$ cat config.mk
export PLATFORM = sky130hd
export DESIGN_NAME = ctti_top
export DESIGN_NICKNAME = d
export VERILOG_FILES = /design/src/rtl/ctti_cond_eval.v /design/src/rtl/ctti_top.v
export VERILOG_INCLUDE_DIRS = /design/src /design/src/rtl
export SDC_FILE = /design/constraint.sdc
export NUM_CORES = 1
export LEC_CHECK = 0
export BUFFER_PORTS_ARGS = -buffer_cell sky130_fd_sc_hd__buf_2
export CORE_UTILIZATION = 30
export CTS_CLUSTER_DIAMETER = 200
export DETAILED_ROUTE_END_ITERATION = 12
export GPL_TIMING_DRIVEN = 0
export PLACE_DENSITY = 0.49
export SLEW_MARGIN = 20
export SYNTH_ARGS = -nofsm -noshare
export SYNTH_HDL_FRONTEND = slang
export SYNTH_HIERARCHICAL = 1
export SYNTH_SLANG_ARGS = --single-unit
$ cat constraint.sdc
create_clock -name aclk -period 18.2 [get_ports aclk]
set_input_delay 0.91 -clock aclk [delete_from_list [all_inputs] [get_ports aclk]]
set_output_delay 0.91 -clock aclk [all_outputs]
set_load 0.03 [all_outputs]
$ cat src/rtl/ctti_regs.vh
/*
 * Register map, field positions, encodings and reset values for the
 * condition test and table interpolation slice.
 * Assumes inclusion by bare name from the design files under rtl/.
 */
`ifndef CTTI_REGS_VH
`define CTTI_REGS_VH

// ****************************************************************
// Register byte addresses
// ****************************************************************
`define CTTI_ADDR_CTRL      8'h00
`define CTTI_ADDR_CCR       8'h04
`define CTTI_ADDR_OPERAND   8'h08
`define CTTI_ADDR_ENTRY_LO  8'h0c
`define CTTI_ADDR_ENTRY_HI  8'h10
`define CTTI_ADDR_RESULT    8'h14
`define CTTI_ADDR_STATUS    8'h18

// ****************************************************************
// Control register fields
// ****************************************************************
`define CTTI_CTRL_START     0
`define CTTI_CTRL_OP_LO     1
`define CTTI_CTRL_OP_HI     2
`define CTTI_CTRL_SIZE_LO   3
`define CTTI_CTRL_SIZE_HI   4
`define CTTI_CTRL_SRC       5
`define CTTI_CTRL_COND_LO   8
`define CTTI_CTRL_COND_HI   11
`define CTTI_CTRL_BRANCH    12
`define CTTI_CTRL_MASK      32'h00001f3e
`define CTTI_CTRL_RESET     32'h00000000

// ****************************************************************
// Condition code register fields
// ****************************************************************
`define CTTI_CCR_C          0
`define CTTI_CCR_V          1
`define CTTI_CCR_Z          2
`define CTTI_CCR_N          3
`define CTTI_CCR_X          4
`define CTTI_CCR_MASK       32'h0000001f
`define CTTI_CCR_RESET      32'h00000000

// ****************************************************************
// Status register fields
// ****************************************************************
`define CTTI_STAT_TRUE      0
`define CTTI_STAT_ILLEGAL   1
`define CTTI_STAT_DONE      2
`define CTTI_STAT_OFS_LO    8
`define CTTI_STAT_OFS_HI    15

// ****************************************************************
// Operand fields: entry offset and fraction
// ****************************************************************
`define CTTI_OPND_OFS_LO    8
`define CTTI_OPND_OFS_HI    15
`define CTTI_OPND_FRAC_LO   0
`define CTTI_OPND_FRAC_HI   7
`define CTTI_FRAC_BITS      8

// ****************************************************************
// Encodings
// ****************************************************************
`define CTTI_OP_SIGNED_ROUNDED      2'h0
`define CTTI_OP_SIGNED_UNROUNDED    2'h1
`define CTTI_OP_UNSIGNED_ROUNDED    2'h2
`define CTTI_OP_UNSIGNED_UNROUNDED  2'h3
`define CTTI_SIZE_BYTE      2'h0
`define CTTI_SIZE_WORD      2'h1
`define CTTI_SIZE_LONG      2'h2
`define CTTI_MASK_BYTE      32'h000000ff
`define CTTI_MASK_WORD      32'h0000ffff
`define CTTI_MASK_UBYTE     32'h0000ffff
`define CTTI_MASK_UWORD     32'h00ffffff
`define CTTI_MASK_LONG      32'hffffffff

`define CTTI_CC_TRUE        4'h0
`define CTTI_CC_FALSE       4'h1
`define CTTI_CC_HIGH        4'h2
`define CTTI_CC_LOW_SAME    4'h3
`define CTTI_CC_CARRY_CLR   4'h4
`define CTTI_CC_CARRY_SET   4'h5
`define CTTI_CC_NOT_EQUAL   4'h6
`define CTTI_CC_ZERO_SET    4'h7
`define CTTI_CC_OVF_CLR     4'h8
`define CTTI_CC_OVF_SET     4'h9
`define CTTI_CC_PLUS        4'ha
`define CTTI_CC_MINUS       4'hb
`define CTTI_CC_GE          4'hc
`define CTTI_CC_LT          4'hd
`define CTTI_CC_GT          4'he
`define CTTI_CC_LE          4'hf

`define CTTI_RESP_OKAY      2'h0
`define CTTI_RESP_SLVERR    2'h2

`endif

$ cat src/rtl/ctti_cond_eval.v
/*
 * Combinational evaluator of the 4-bit condition field against the
 * condition code flags.
 * Assumes flags and field come from registers on the same clock.
 */
`timescale 1ns/1ps
`include "ctti_regs.vh"

module ctti_cond_eval (
  input  wire [3:0] cond,
  input  wire       flag_n,
  input  wire       flag_z,
  input  wire       flag_v,
  input  wire       flag_c,
  output reg        cond_true
);

  // ****************************************************************
  // Sixteen tests, one per encoding
  // ****************************************************************
  always @* begin
    case (cond)
      `CTTI_CC_TRUE:      cond_true = 1'b1;
      `CTTI_CC_FALSE:     cond_true = 1'b0;
      `CTTI_CC_HIGH:      cond_true = ~flag_c & ~flag_z;
      `CTTI_CC_LOW_SAME:  cond_true = flag_c | flag_z;
      `CTTI_CC_CARRY_CLR: cond_true = ~flag_c;
      `CTTI_CC_CARRY_SET: cond_true = flag_c;
      `CTTI_CC_NOT_EQUAL: cond_true = ~flag_z;
      `CTTI_CC_ZERO_SET:  cond_true = flag_z;
      `CTTI_CC_OVF_CLR:   cond_true = ~flag_v;
      `CTTI_CC_OVF_SET:   cond_true = flag_v;
      `CTTI_CC_PLUS:      cond_true = ~flag_n;
      `CTTI_CC_MINUS:     cond_true = flag_n;
      `CTTI_CC_GE:        cond_true = ~(flag_n ^ flag_v);
      `CTTI_CC_LT:        cond_true = flag_n ^ flag_v;
      `CTTI_CC_GT:        cond_true = ~flag_z & ~(flag_n ^ flag_v);
      default:            cond_true = flag_z | (flag_n ^ flag_v);
    endcase
  end

endmodule

$ cat src/rtl/ctti_top.v
/*
 * Condition test and table interpolation slice behind an AXI4-Lite slave.
 * Software loads flags, condition, operand and the two bracketing entries,
 * then starts an interpolation; result and test outcome read back.
 * Assumes a single 125 MHz clock and a synchronous active-low reset.
 */
// Our own choices: the AXI4-Lite slave port and the register offsets.
// Notes on behaviour
// - A condition test is true when its flag expression is one and false when it is zero.
// - A 4-bit condition field selects one of sixteen tests, shared by branches and the conditional trap.
// - Code 0000 is always true and code 0001 always false whatever the flags.
// - The always-false code is flagged invalid when used by a conditional branch, but allowed elsewhere.
// - The zero_set_test, code 0111, is true only when the zero flag is set.
// - Signed interpolation comes rounded or unrounded in byte, word or long size.
// - Unsigned interpolation comes rounded or unrounded in byte, word or long size.
// - Every variant accepts a memory-table entry pair or a data-register pair for surface interpolation.
// - In table form the entry offset is operand bits 15 to 8 and the fraction bits 7 to 0.
// - The result is the entry plus fraction times the difference to the next entry, over 256.
// - The 8-bit fraction gives 256 levels between entries, so a full table has 257 entries.
// - Unrounded variants keep the fractional part of the result.
// - Rounded variants round to nearest, ties to even.
`timescale 1ns/1ps
`include "ctti_regs.vh"

module ctti_top #(
  parameter ADDR_W = 8
) (
  input  wire              aclk,
  input  wire              aresetn,
  input  wire [ADDR_W-1:0] s_axi_awaddr,
  input  wire [2:0]        s_axi_awprot,
  input  wire              s_axi_awvalid,
  output reg               s_axi_awready,
  input  wire [31:0]       s_axi_wdata,
  input  wire [3:0]        s_axi_wstrb,
  input  wire              s_axi_wvalid,
  output reg               s_axi_wready,
  output reg  [1:0]        s_axi_bresp,
  output reg               s_axi_bvalid,
  input  wire              s_axi_bready,
  input  wire [ADDR_W-1:0] s_axi_araddr,
  input  wire [2:0]        s_axi_arprot,
  input  wire              s_axi_arvalid,
  output reg               s_axi_arready,
  output reg  [31:0]       s_axi_rdata,
  output reg  [1:0]        s_axi_rresp,
  output reg               s_axi_rvalid,
  input  wire              s_axi_rready,
  output reg               cond_true_out
);

  // ****************************************************************
  // Registers
  // ****************************************************************
  reg  [31:0]       ctrl;
  reg  [31:0]       condition_code_register;
  reg  [31:0]       independent_operand_register;
  reg  [31:0]       entry_lo;
  reg  [31:0]       entry_hi;
  reg  [31:0]       result;
  reg               done;
  reg               start;
  reg               cond_illegal;
  reg  [ADDR_W-1:0] aw_addr;
  reg  [31:0]       w_data;
  reg  [3:0]        w_strb;

  wire              cond_true;
  wire [3:0]        cond_field;
  wire [1:0]        op_sel;
  wire [1:0]        size_sel;
  wire              wr_go;
  wire              wr_map;
  wire [31:0]       wmask;

  assign cond_field = ctrl[`CTTI_CTRL_COND_HI:`CTTI_CTRL_COND_LO];
  assign op_sel     = ctrl[`CTTI_CTRL_OP_HI:`CTTI_CTRL_OP_LO];
  assign size_sel   = ctrl[`CTTI_CTRL_SIZE_HI:`CTTI_CTRL_SIZE_LO];
  assign wmask      = {{8{w_strb[3]}}, {8{w_strb[2]}}, {8{w_strb[1]}}, {8{w_strb[0]}}};

  // ****************************************************************
  // Condition test
  // ****************************************************************
  ctti_cond_eval u_cond (
    .cond      (cond_field),
    .flag_n    (condition_code_register[`CTTI_CCR_N]),
    .flag_z    (condition_code_register[`CTTI_CCR_Z]),
    .flag_v    (condition_code_register[`CTTI_CCR_V]),
    .flag_c    (condition_code_register[`CTTI_CCR_C]),
    .cond_true (cond_true)
  );

  always @(posedge aclk) begin
    if (!aresetn) begin
      cond_true_out <= 1'b0;
      cond_illegal  <= 1'b0;
    end else begin
      cond_true_out <= cond_true;
      // Branch use of never-true is reported, trap use is not
      cond_illegal  <= ctrl[`CTTI_CTRL_BRANCH] & (cond_field == `CTTI_CC_FALSE);
    end
  end

  // ****************************************************************
  // Interpolation datapath
  // ****************************************************************
  // Entries extended to 34 bits so unsigned long entries stay positive
  function [33:0] extend;
    input [31:0] d;
    input [1:0]  sz;
    input        sgn;
    begin
      if (sz == `CTTI_SIZE_BYTE)
        extend = {{26{sgn & d[7]}}, d[7:0]};
      else if (sz == `CTTI_SIZE_WORD)
        extend = {{18{sgn & d[15]}}, d[15:0]};
      else
        extend = {{2{sgn & d[31]}}, d};
    end
  endfunction

  wire               is_signed;
  wire               is_rounded;
  wire [7:0]         frac;
  wire signed [33:0] e0;
  wire signed [33:0] e1;
  wire signed [34:0] diff;
  wire signed [43:0] prod;
  wire signed [43:0] full;
  wire [35:0]        quot;
  wire [7:0]         rem;
  wire               round_up;
  wire [35:0]        quot_rnd;
  reg  [31:0]        next_result;

  assign is_signed  = (op_sel == `CTTI_OP_SIGNED_ROUNDED) | (op_sel == `CTTI_OP_SIGNED_UNROUNDED);
  assign is_rounded = (op_sel == `CTTI_OP_SIGNED_ROUNDED) | (op_sel == `CTTI_OP_UNSIGNED_ROUNDED);
  // Fraction always from the low operand byte; pair form uses the same field
  assign frac = independent_operand_register[`CTTI_OPND_FRAC_HI:`CTTI_OPND_FRAC_LO];
  // Lower entry is the selected one from the table or first register of the pair
  assign e0   = $signed(extend(entry_lo, size_sel, is_signed));
  assign e1   = $signed(extend(entry_hi, size_sel, is_signed));
  assign diff = {e1[33], e1} - {e0[33], e0};
  assign prod = diff * $signed({1'b0, frac});
  // Scaled by 256: the low byte holds the fraction of the result
  assign full = {{2{e0[33]}}, e0, {`CTTI_FRAC_BITS{1'b0}}} + prod;
  assign quot = full[43:8];
  assign rem  = full[7:0];
  // Floor quotient plus ties-to-even gives correct rounding for negatives too
  assign round_up = rem[7] & ((|rem[6:0]) | quot[0]);
  assign quot_rnd = quot + {35'h0, round_up};

  always @* begin
    next_result = result;
    if (is_rounded) begin
      if (size_sel == `CTTI_SIZE_BYTE)
        next_result = quot_rnd[31:0] & `CTTI_MASK_BYTE;
      else if (size_sel == `CTTI_SIZE_WORD)
        next_result = quot_rnd[31:0] & `CTTI_MASK_WORD;
      else
        next_result = quot_rnd[31:0] & `CTTI_MASK_LONG;
    end else begin
      // Keep one fraction byte above the result width; long loses top byte
      if (size_sel == `CTTI_SIZE_BYTE)
        next_result = full[31:0] & `CTTI_MASK_UBYTE;
      else if (size_sel == `CTTI_SIZE_WORD)
        next_result = full[31:0] & `CTTI_MASK_UWORD;
      else
        next_result = full[31:0] & `CTTI_MASK_LONG;
    end
  end

  always @(posedge aclk) begin
    if (!aresetn) begin
      result <= 32'h00000000;
      done   <= 1'b0;
    end else begin
      if (start) begin
        result <= next_result;
        done   <= 1'b1;
      end else if (wr_go && wr_map && aw_addr == `CTTI_ADDR_CTRL) begin
        done   <= 1'b0;
      end
    end
  end

  // ****************************************************************
  // AXI4-Lite write channel
  // ****************************************************************
  // Address and data held until both are present; one write in flight
  assign wr_go  = ~s_axi_awready & ~s_axi_wready & ~s_axi_bvalid;
  assign wr_map = (aw_addr == `CTTI_ADDR_CTRL) | (aw_addr == `CTTI_ADDR_CCR) |
                  (aw_addr == `CTTI_ADDR_OPERAND) | (aw_addr == `CTTI_ADDR_ENTRY_LO) |
                  (aw_addr == `CTTI_ADDR_ENTRY_HI);

  always @(posedge aclk) begin
    if (!aresetn) begin
      s_axi_awready <= 1'b1;
      s_axi_wready  <= 1'b1;
      s_axi_bvalid  <= 1'b0;
      s_axi_bresp   <= `CTTI_RESP_OKAY;
      aw_addr       <= {ADDR_W{1'b0}};
      w_data        <= 32'h00000000;
      w_strb        <= 4'h0;
    end else begin
      if (s_axi_awvalid && s_axi_awready) begin
        aw_addr       <= s_axi_awaddr;
        s_axi_awready <= 1'b0;
      end
      if (s_axi_wvalid && s_axi_wready) begin
        w_data       <= s_axi_wdata;
        w_strb       <= s_axi_wstrb;
        s_axi_wready <= 1'b0;
      end
      if (wr_go) begin
        s_axi_bvalid <= 1'b1;
        s_axi_bresp  <= wr_map ? `CTTI_RESP_OKAY : `CTTI_RESP_SLVERR;
      end
      if (s_axi_bvalid && s_axi_bready) begin
        s_axi_bvalid  <= 1'b0;
        s_axi_awready <= 1'b1;
        s_axi_wready  <= 1'b1;
      end
    end
  end

  always @(posedge aclk) begin
    if (!aresetn) begin
      ctrl                         <= `CTTI_CTRL_RESET;
      condition_code_register      <= `CTTI_CCR_RESET;
      independent_operand_register <= 32'h00000000;
      entry_lo                     <= 32'h00000000;
      entry_hi                     <= 32'h00000000;
      start                        <= 1'b0;
    end else begin
      start <= 1'b0;
      if (wr_go) begin
        if (aw_addr == `CTTI_ADDR_CTRL) begin
          ctrl  <= ((ctrl & ~wmask) | (w_data & wmask)) & `CTTI_CTRL_MASK;
          // Start is a pulse; it never reads back as set
          start <= w_strb[0] & w_data[`CTTI_CTRL_START];
        end else if (aw_addr == `CTTI_ADDR_CCR) begin
          condition_code_register <= ((condition_code_register & ~wmask) | (w_data & wmask)) & `CTTI_CCR_MASK;
        end else if (aw_addr == `CTTI_ADDR_OPERAND) begin
          independent_operand_register <= (independent_operand_register & ~wmask) | (w_data & wmask);
        end else if (aw_addr == `CTTI_ADDR_ENTRY_LO) begin
          entry_lo <= (entry_lo & ~wmask) | (w_data & wmask);
        end else if (aw_addr == `CTTI_ADDR_ENTRY_HI) begin
          entry_hi <= (entry_hi & ~wmask) | (w_data & wmask);
        end
      end
    end
  end

  // ****************************************************************
  // AXI4-Lite read channel
  // ****************************************************************
  reg [31:0] rd_mux;
  reg        rd_map;

  always @* begin
    rd_mux = 32'h00000000;
    rd_map = 1'b1;
    if (s_axi_araddr == `CTTI_ADDR_CTRL) begin
      rd_mux = ctrl;
    end else if (s_axi_araddr == `CTTI_ADDR_CCR) begin
      rd_mux = condition_code_register;
    end else if (s_axi_araddr == `CTTI_ADDR_OPERAND) begin
      rd_mux = independent_operand_register;
    end else if (s_axi_araddr == `CTTI_ADDR_ENTRY_LO) begin
      rd_mux = entry_lo;
    end else if (s_axi_araddr == `CTTI_ADDR_ENTRY_HI) begin
      rd_mux = entry_hi;
    end else if (s_axi_araddr == `CTTI_ADDR_RESULT) begin
      rd_mux = result;
    end else if (s_axi_araddr == `CTTI_ADDR_STATUS) begin
      rd_mux[`CTTI_STAT_TRUE]    = cond_true_out;
      rd_mux[`CTTI_STAT_ILLEGAL] = cond_illegal;
      rd_mux[`CTTI_STAT_DONE]    = done;
      // Entry offset shown so software can fetch the bracketing entries
      rd_mux[`CTTI_STAT_OFS_HI:`CTTI_STAT_OFS_LO] =
        independent_operand_register[`CTTI_OPND_OFS_HI:`CTTI_OPND_OFS_LO];
    end else begin
      rd_map = 1'b0;
    end
  end

  always @(posedge aclk) begin
    if (!aresetn) begin
      s_axi_arready <= 1'b1;
      s_axi_rvalid  <= 1'b0;
      s_axi_rdata   <= 32'h00000000;
      s_axi_rresp   <= `CTTI_RESP_OKAY;
    end else begin
      if (s_axi_arvalid && s_axi_arready) begin
        s_axi_arready <= 1'b0;
        s_axi_rvalid  <= 1'b1;
        s_axi_rdata   <= rd_mux;
        s_axi_rresp   <= rd_map ? `CTTI_RESP_OKAY : `CTTI_RESP_SLVERR;
      end else if (s_axi_rvalid && s_axi_rready) begin
        s_axi_rvalid  <= 1'b0;
        s_axi_arready <= 1'b1;
      end
    end
  end

endmodule

# Word-level counts from Yosys, hierarchy flattened
# Index checks and enable logic that the tools add are counted.
dict set report word_totals {
  reg_bits 232
  latchBits 0
  ram_bits 0
  rom_bits 0
  inputBits 65
  out_inout_bits 42
  word_cells 158
  memories 0
}
dict set report classes {
  add_sub_neg 3
  n_mul 1
  div 0
  magnitude_cmp 0
  eq_ne 27
  shifts 0
  n_mux 36
  n_bitwise 48
  n_reduce_logical 22
}
# op n
set ops {}
lappend ops {{32-bit 2-to-1 mux} 10}
lappend ops {{34-bit 2-to-1 mux} 4}
lappend ops {{32-bit AND} 4}
lappend ops {{32-bit bitwise OR} 3}
lappend ops {{40-bit adder} 1}
lappend ops {{35-bit by 9-bit multiplier with 40-bit output} 1}
lappend ops {{34-bit by 34-bit subtractor with 35-bit output} 1}
lappend ops {{32-bit by 1-bit adder with 32-bit output} 1}
lappend ops {{8-bit by 4-bit equality test with 1-bit output, second input constant} 4}
lappend ops {{8-bit by 5-bit equality test with 1-bit output, second input constant} 4}
lappend ops {{32-bit NOT} 1}
lappend ops {{4-bit equality test, second input constant} 7}
lappend ops {{4-bit by 3-bit equality test with 1-bit output, second input constant} 4}
lappend ops {{8-bit by 3-bit equality test with 1-bit output, second input constant} 2}
lappend ops {{8-bit logical NOT} 2}
lappend ops {{16-bit 2-to-1 mux} 1}
lappend ops {{8-bit 2-to-1 mux} 2}
lappend ops {{1-bit case mux with 15 select lines} 1}
lappend ops {{1-bit AND} 13}
lappend ops {{13-bit AND} 1}
lappend ops {{1-bit 2-to-1 mux} 13}
lappend ops {{1-bit NOT} 13}
lappend ops {{13-bit bitwise OR} 1}
lappend ops {{1-bit bitwise OR} 9}
lappend ops {{other kinds (21)} 34}

# Longest topological paths before layout
dict set report logic_depth {
  word_depth 15
  depth_mapped 42
  mapped_depth_nobuf 40
}

# Modules after synthesis
# Netlist, hierarchy kept.
# mod instances cells_each area_per_inst_um2 seq_area_each_um2
set modules_own_cells {}
lappend modules_own_cells {ctti_top 1 2727 22420.3 4604.4}
lappend modules_own_cells {ctti_cond_eval 1 29 183.9 0.0}

# Worst setup path after synthesis
# OpenSTA, ideal clock, no wires.
dict set report synth_path {
  path_type {register -> register}
  startpoint {register (tool-made name)}
  endpoint {register result[31]}
  setup_time_ns 0.137
  t_arrival_ns 9.266
  t_required_ns 18.063
  setup_slack_ns 8.797
  stages_incl_launch_ff 40
  n_path_buf 5
  synth_period_minus_slack_ns 9.403
  path_cell_list {dfxtp_1 clkbuf_1 or2_2 clkbuf_1 clkbuf_1 clkbuf_1 a21oi_1 ha_1 a21oi_1 and3_1 a21oi_1 o21ai_0 a21oi_1 o31ai_1 a21oi_1 or3_1 a21oi_1 xnor2_1 [4 not listed] fa_1 fa_1 inv_1 fa_1 inv_1 ha_1 buf_2 nand2_1 o21ai_0 a221oi_1 o21ai_0 o41ai_4 o311ai_0 nand4_1 nor4_4 xnor3_1 nand2_1 a31oi_1}
}
# element line
set synth_rtl {}
lappend synth_rtl {{end signal: assignment} ctti_top.v:179} ;# result <= next_result;
lappend synth_rtl {{end: declaration} ctti_top.v:60} ;# reg [31:0] result;

==> results.ini <==
[logic_synthesis]
synthesis.instances = 2756
postSynthAreaPerCell_um2 = 8.20
post_synth_main_area_contributors = sky130_fd_sc_hd__fa_1 (21%), sky130_fd_sc_hd__dfxtp_1 (20%), sky130_fd_sc_hd__nand2_1 (8.1%)
synth_enable_flop_cells = 0
synthFlopType = sky130_fd_sc_hd__dfxtp_1
synth_seq_area_share = 0.204
fraction_of_post_synthesis_cell_area_in_the_top_cell_type_by_area = 0.207
synth-async-reset-ratio = 0
synth_warn = 6
count_of_state_elements_after_synthesis = 230
yosysTopAreaCell = sky130_fd_sc_hd__fa_1
synth.distinct_cells = 95
synth.cell_area_mm2 = 0.0226

[sta]
min_period_over_period = 0.652
grt_setup_unrepaired = false
final_min_period_ps = 11870
totalNegativeSetupSlack_ps = 0
timing.max_slew.rel_slack = 0.213
timing.clock.skew_ps = 14.1
fin_hold_ws_ps = 463
hold_viol = 0
setup_violations = 0
worst_slew_pin_slew_ps = 1180
maxClockFrequency_ghz = 0.0843
finalMaxSlewViolations = 0

[placement]
placed_cells_incl_taps = 3822
gp_congestion = 0.902
placement.io_buffers = 96
dp_hpwl_mm = 62.8

[routing]
drt_pass_1_iters = 6
detail_route.wirelength_mm = 76.1
mean_number_of_vias_per_cell = 4.92
drt_initial_violations = 1238
ant_nets = 0
drc = 0
vias = 19000
routedWlPerCell_um = 19.7

[finish]
drive_gt1_frac = 0.0664
multiInputGateArea_mm2 = 0.0163
final_common_cell = sky130_fd_sc_hd__nand2_1
relative_area_change_from_synthesis_to_final_layout_pct = 11.1
most-common-layout-cells = sky130_fd_sc_hd__nand2_1 (485), sky130_fd_sc_hd__inv_1 (299), sky130_fd_sc_hd__fa_1 (234)
stdcell_count = 3861
finish.net_count = 3292
filler_cell_count = 8050
seqCellArea_mm2 = 0.00460

[pwr]
worst_ir_drop_vdd_v = 0.0000464
static-leakage-power_nw = 11.1
p_per_area_mw_per_mm2 = 44.2

[worst_setup_path]
worst_setup_path_end_kind = flop
worstPathBufferInverterCount = 8
required_ps = 18570
rrSetupSlack_ps = 6330
cp_slowest_stage_delay_ps = 660
path_max_fanout = 10
cp.arrival_ps = 12240
critPathLaunchType = flop
cp_slowest_cell = sky130_fd_sc_hd__a2111oi_0
worstSetupPathType = reg -> reg
critical-path-top-delay-family = adder cells
crit_path_frequent_cell = sky130_fd_sc_hd__fa_1

[floorplan]
initial_core_util = 0.304
num_rows = 100
top_level_ports = 107
chipWidth_um = 276
fp.dieArea_mm2 = 0.0764
floorplan.core_area_mm2 = 0.0744
die_h_um = 276

[grt]
global_route.usage.total = 0.200
globalRoute.totalOverflow = 0
first_global_vias = 19500
grt_start_max_net_pins = 16
global_route_wire_length_before_repair_mm = 119
initial_antenna_violation_count = 3

[clock_tree]
cts_tree = yes
clock_tree.buffer_depth = 3
cts_hold_buffers = 0
worst_setup_hold_path_clk_slew_ps = 60
clock_tree.root_cell = sky130_fd_sc_hd__clkbuf_16
insertion_delay_ps = 520
clkSinkCount = 230
ctsResizeCount = 0
htree_num_levels = 1
cts_setup_buffers = 0
tritoncts_buffers = 22

[outcome]
status = finished clean

[flow_run]
maxCapViolations = 0

[min_path]
min-delay-path-class = reg -> reg

power breakdown:
part / switching (W) / leakage [nW] / internal (W)
clock network: 0.000201 / 0.388 / 0.000301
registers: 0.0000135 / 1.87 / 0.000515
logic: 0.0000547 / 8.82 / 0.0000258
routing by layer:
| layer | share of wire | vias up | wire length, µm | global-route usage |
|---|---|---|---|---|
| li1 | - | 9342 | - | - |
| met1 | 0.47 | 9120 | 35800 | 0.275 |
| met2 | 0.46 | 430 | 35300 | 0.335 |
| met3 | 0.040 | 86 | 3050 | 0.0192 |
| met4 | 0.025 | 6 | 1940 | 0.0524 |
| met5 | 0.00045 | - | 34 | 0 |
per-stage QoR:
stage | setup WS (ps) | area, µm² | utilization | total power [W]
after global routing | 5520 | 25100 | 0.337 | 0.00115
after floorplan | 8800 | 22600 | - | 0.000582
after global placement | 6410 | 24300 | 0.326 | 0.000620
after CTS | 6350 | 25100 | 0.337 | 0.00112
after detailed placement | 6420 | 24300 | 0.327 | 0.000620
final | 6330 | 25100 | 0.337 | 0.00111
synth_stat cells (6+ instances only):
cell type                  count
sky130_fd_sc_hd__inv_1       299
sky130_fd_sc_hd__o22ai_1       6
sky130_fd_sc_hd__o211a_1      13
sky130_fd_sc_hd__and3_1       15
sky130_fd_sc_hd__clkbuf_1    135
sky130_fd_sc_hd__fa_1        234
sky130_fd_sc_hd__nand4_1      10
sky130_fd_sc_hd__mux2_2       10
sky130_fd_sc_hd__xnor2_1      64
sky130_fd_sc_hd__o21ai_1       8
sky130_fd_sc_hd__nor2b_1      45
sky130_fd_sc_hd__o211ai_1     15
sky130_fd_sc_hd__a21boi_0    147
sky130_fd_sc_hd__dfxtp_1     230
sky130_fd_sc_hd__nor2_1       70
sky130_fd_sc_hd__nor3b_1       8
sky130_fd_sc_hd__a21o_1       34
sky130_fd_sc_hd__o21ai_0     113
sky130_fd_sc_hd__and2_1      166
sky130_fd_sc_hd__o21bai_1      7
sky130_fd_sc_hd__a22oi_1      30
sky130_fd_sc_hd__a31oi_1      12
sky130_fd_sc_hd__mux2i_1      32
sky130_fd_sc_hd__xor2_1       33
sky130_fd_sc_hd__a211oi_1      9
sky130_fd_sc_hd__a221oi_1      9
sky130_fd_sc_hd__nand2b_1     12
sky130_fd_sc_hd__o21a_1       12
sky130_fd_sc_hd__nor3_1       27
sky130_fd_sc_hd__nand3_1      69
sky130_fd_sc_hd__ha_1        116
sky130_fd_sc_hd__a21oi_1     166
sky130_fd_sc_hd__nand2_1     485
logic make-up (layout without fill, tap and decap cells):
kind of cell	Yosys count	after routing	share of synthesized area
other	1	3	0.000166
XOR/XNOR	99	99	0.0393
buffers and inverters	449	583	0.0759
multiplexers	42	42	0.0192
adder cells (fa/ha/maj)	350	350	0.271
flip-flops	230	230	0.204
AO/OA/AOI/OAI	644	644	0.191
AND/OR/NAND/NOR	941	941	0.200
worst reg2reg max path: cells and delay by family, from the launching register on:
family                   cells  cell delay [ps]
AND/OR/NAND/NOR             10             1770
XOR/XNOR                     3             1510
adder cells (fa/ha/maj)      7             3340
AO/OA/AOI/OAI               12             3110
buffers and inverters        8             1670
flip-flops                   1              300
cell type report:
type                    instances  area share
repair buffers                 96      0.0191
diodes                          1   0.0000997
inverters                     300      0.0449
clock inverters                 5     0.00399
flip-flops and latches        230       0.183
plain buffers                 149      0.0237
well taps                     969      0.0483
multi-input cells            2078       0.649
clock buffers                  33      0.0272
path summary, 6_finish.rpt:
path              from  depth (start not counted)         end
hold / removal    flop                          2        flop
setup / recovery  flop                         40  result[31]
setup reg to reg  flop                         40  result[31]
hold reg to reg   flop                          2        flop
No activity file was read; power rests on OpenSTA's default activity.
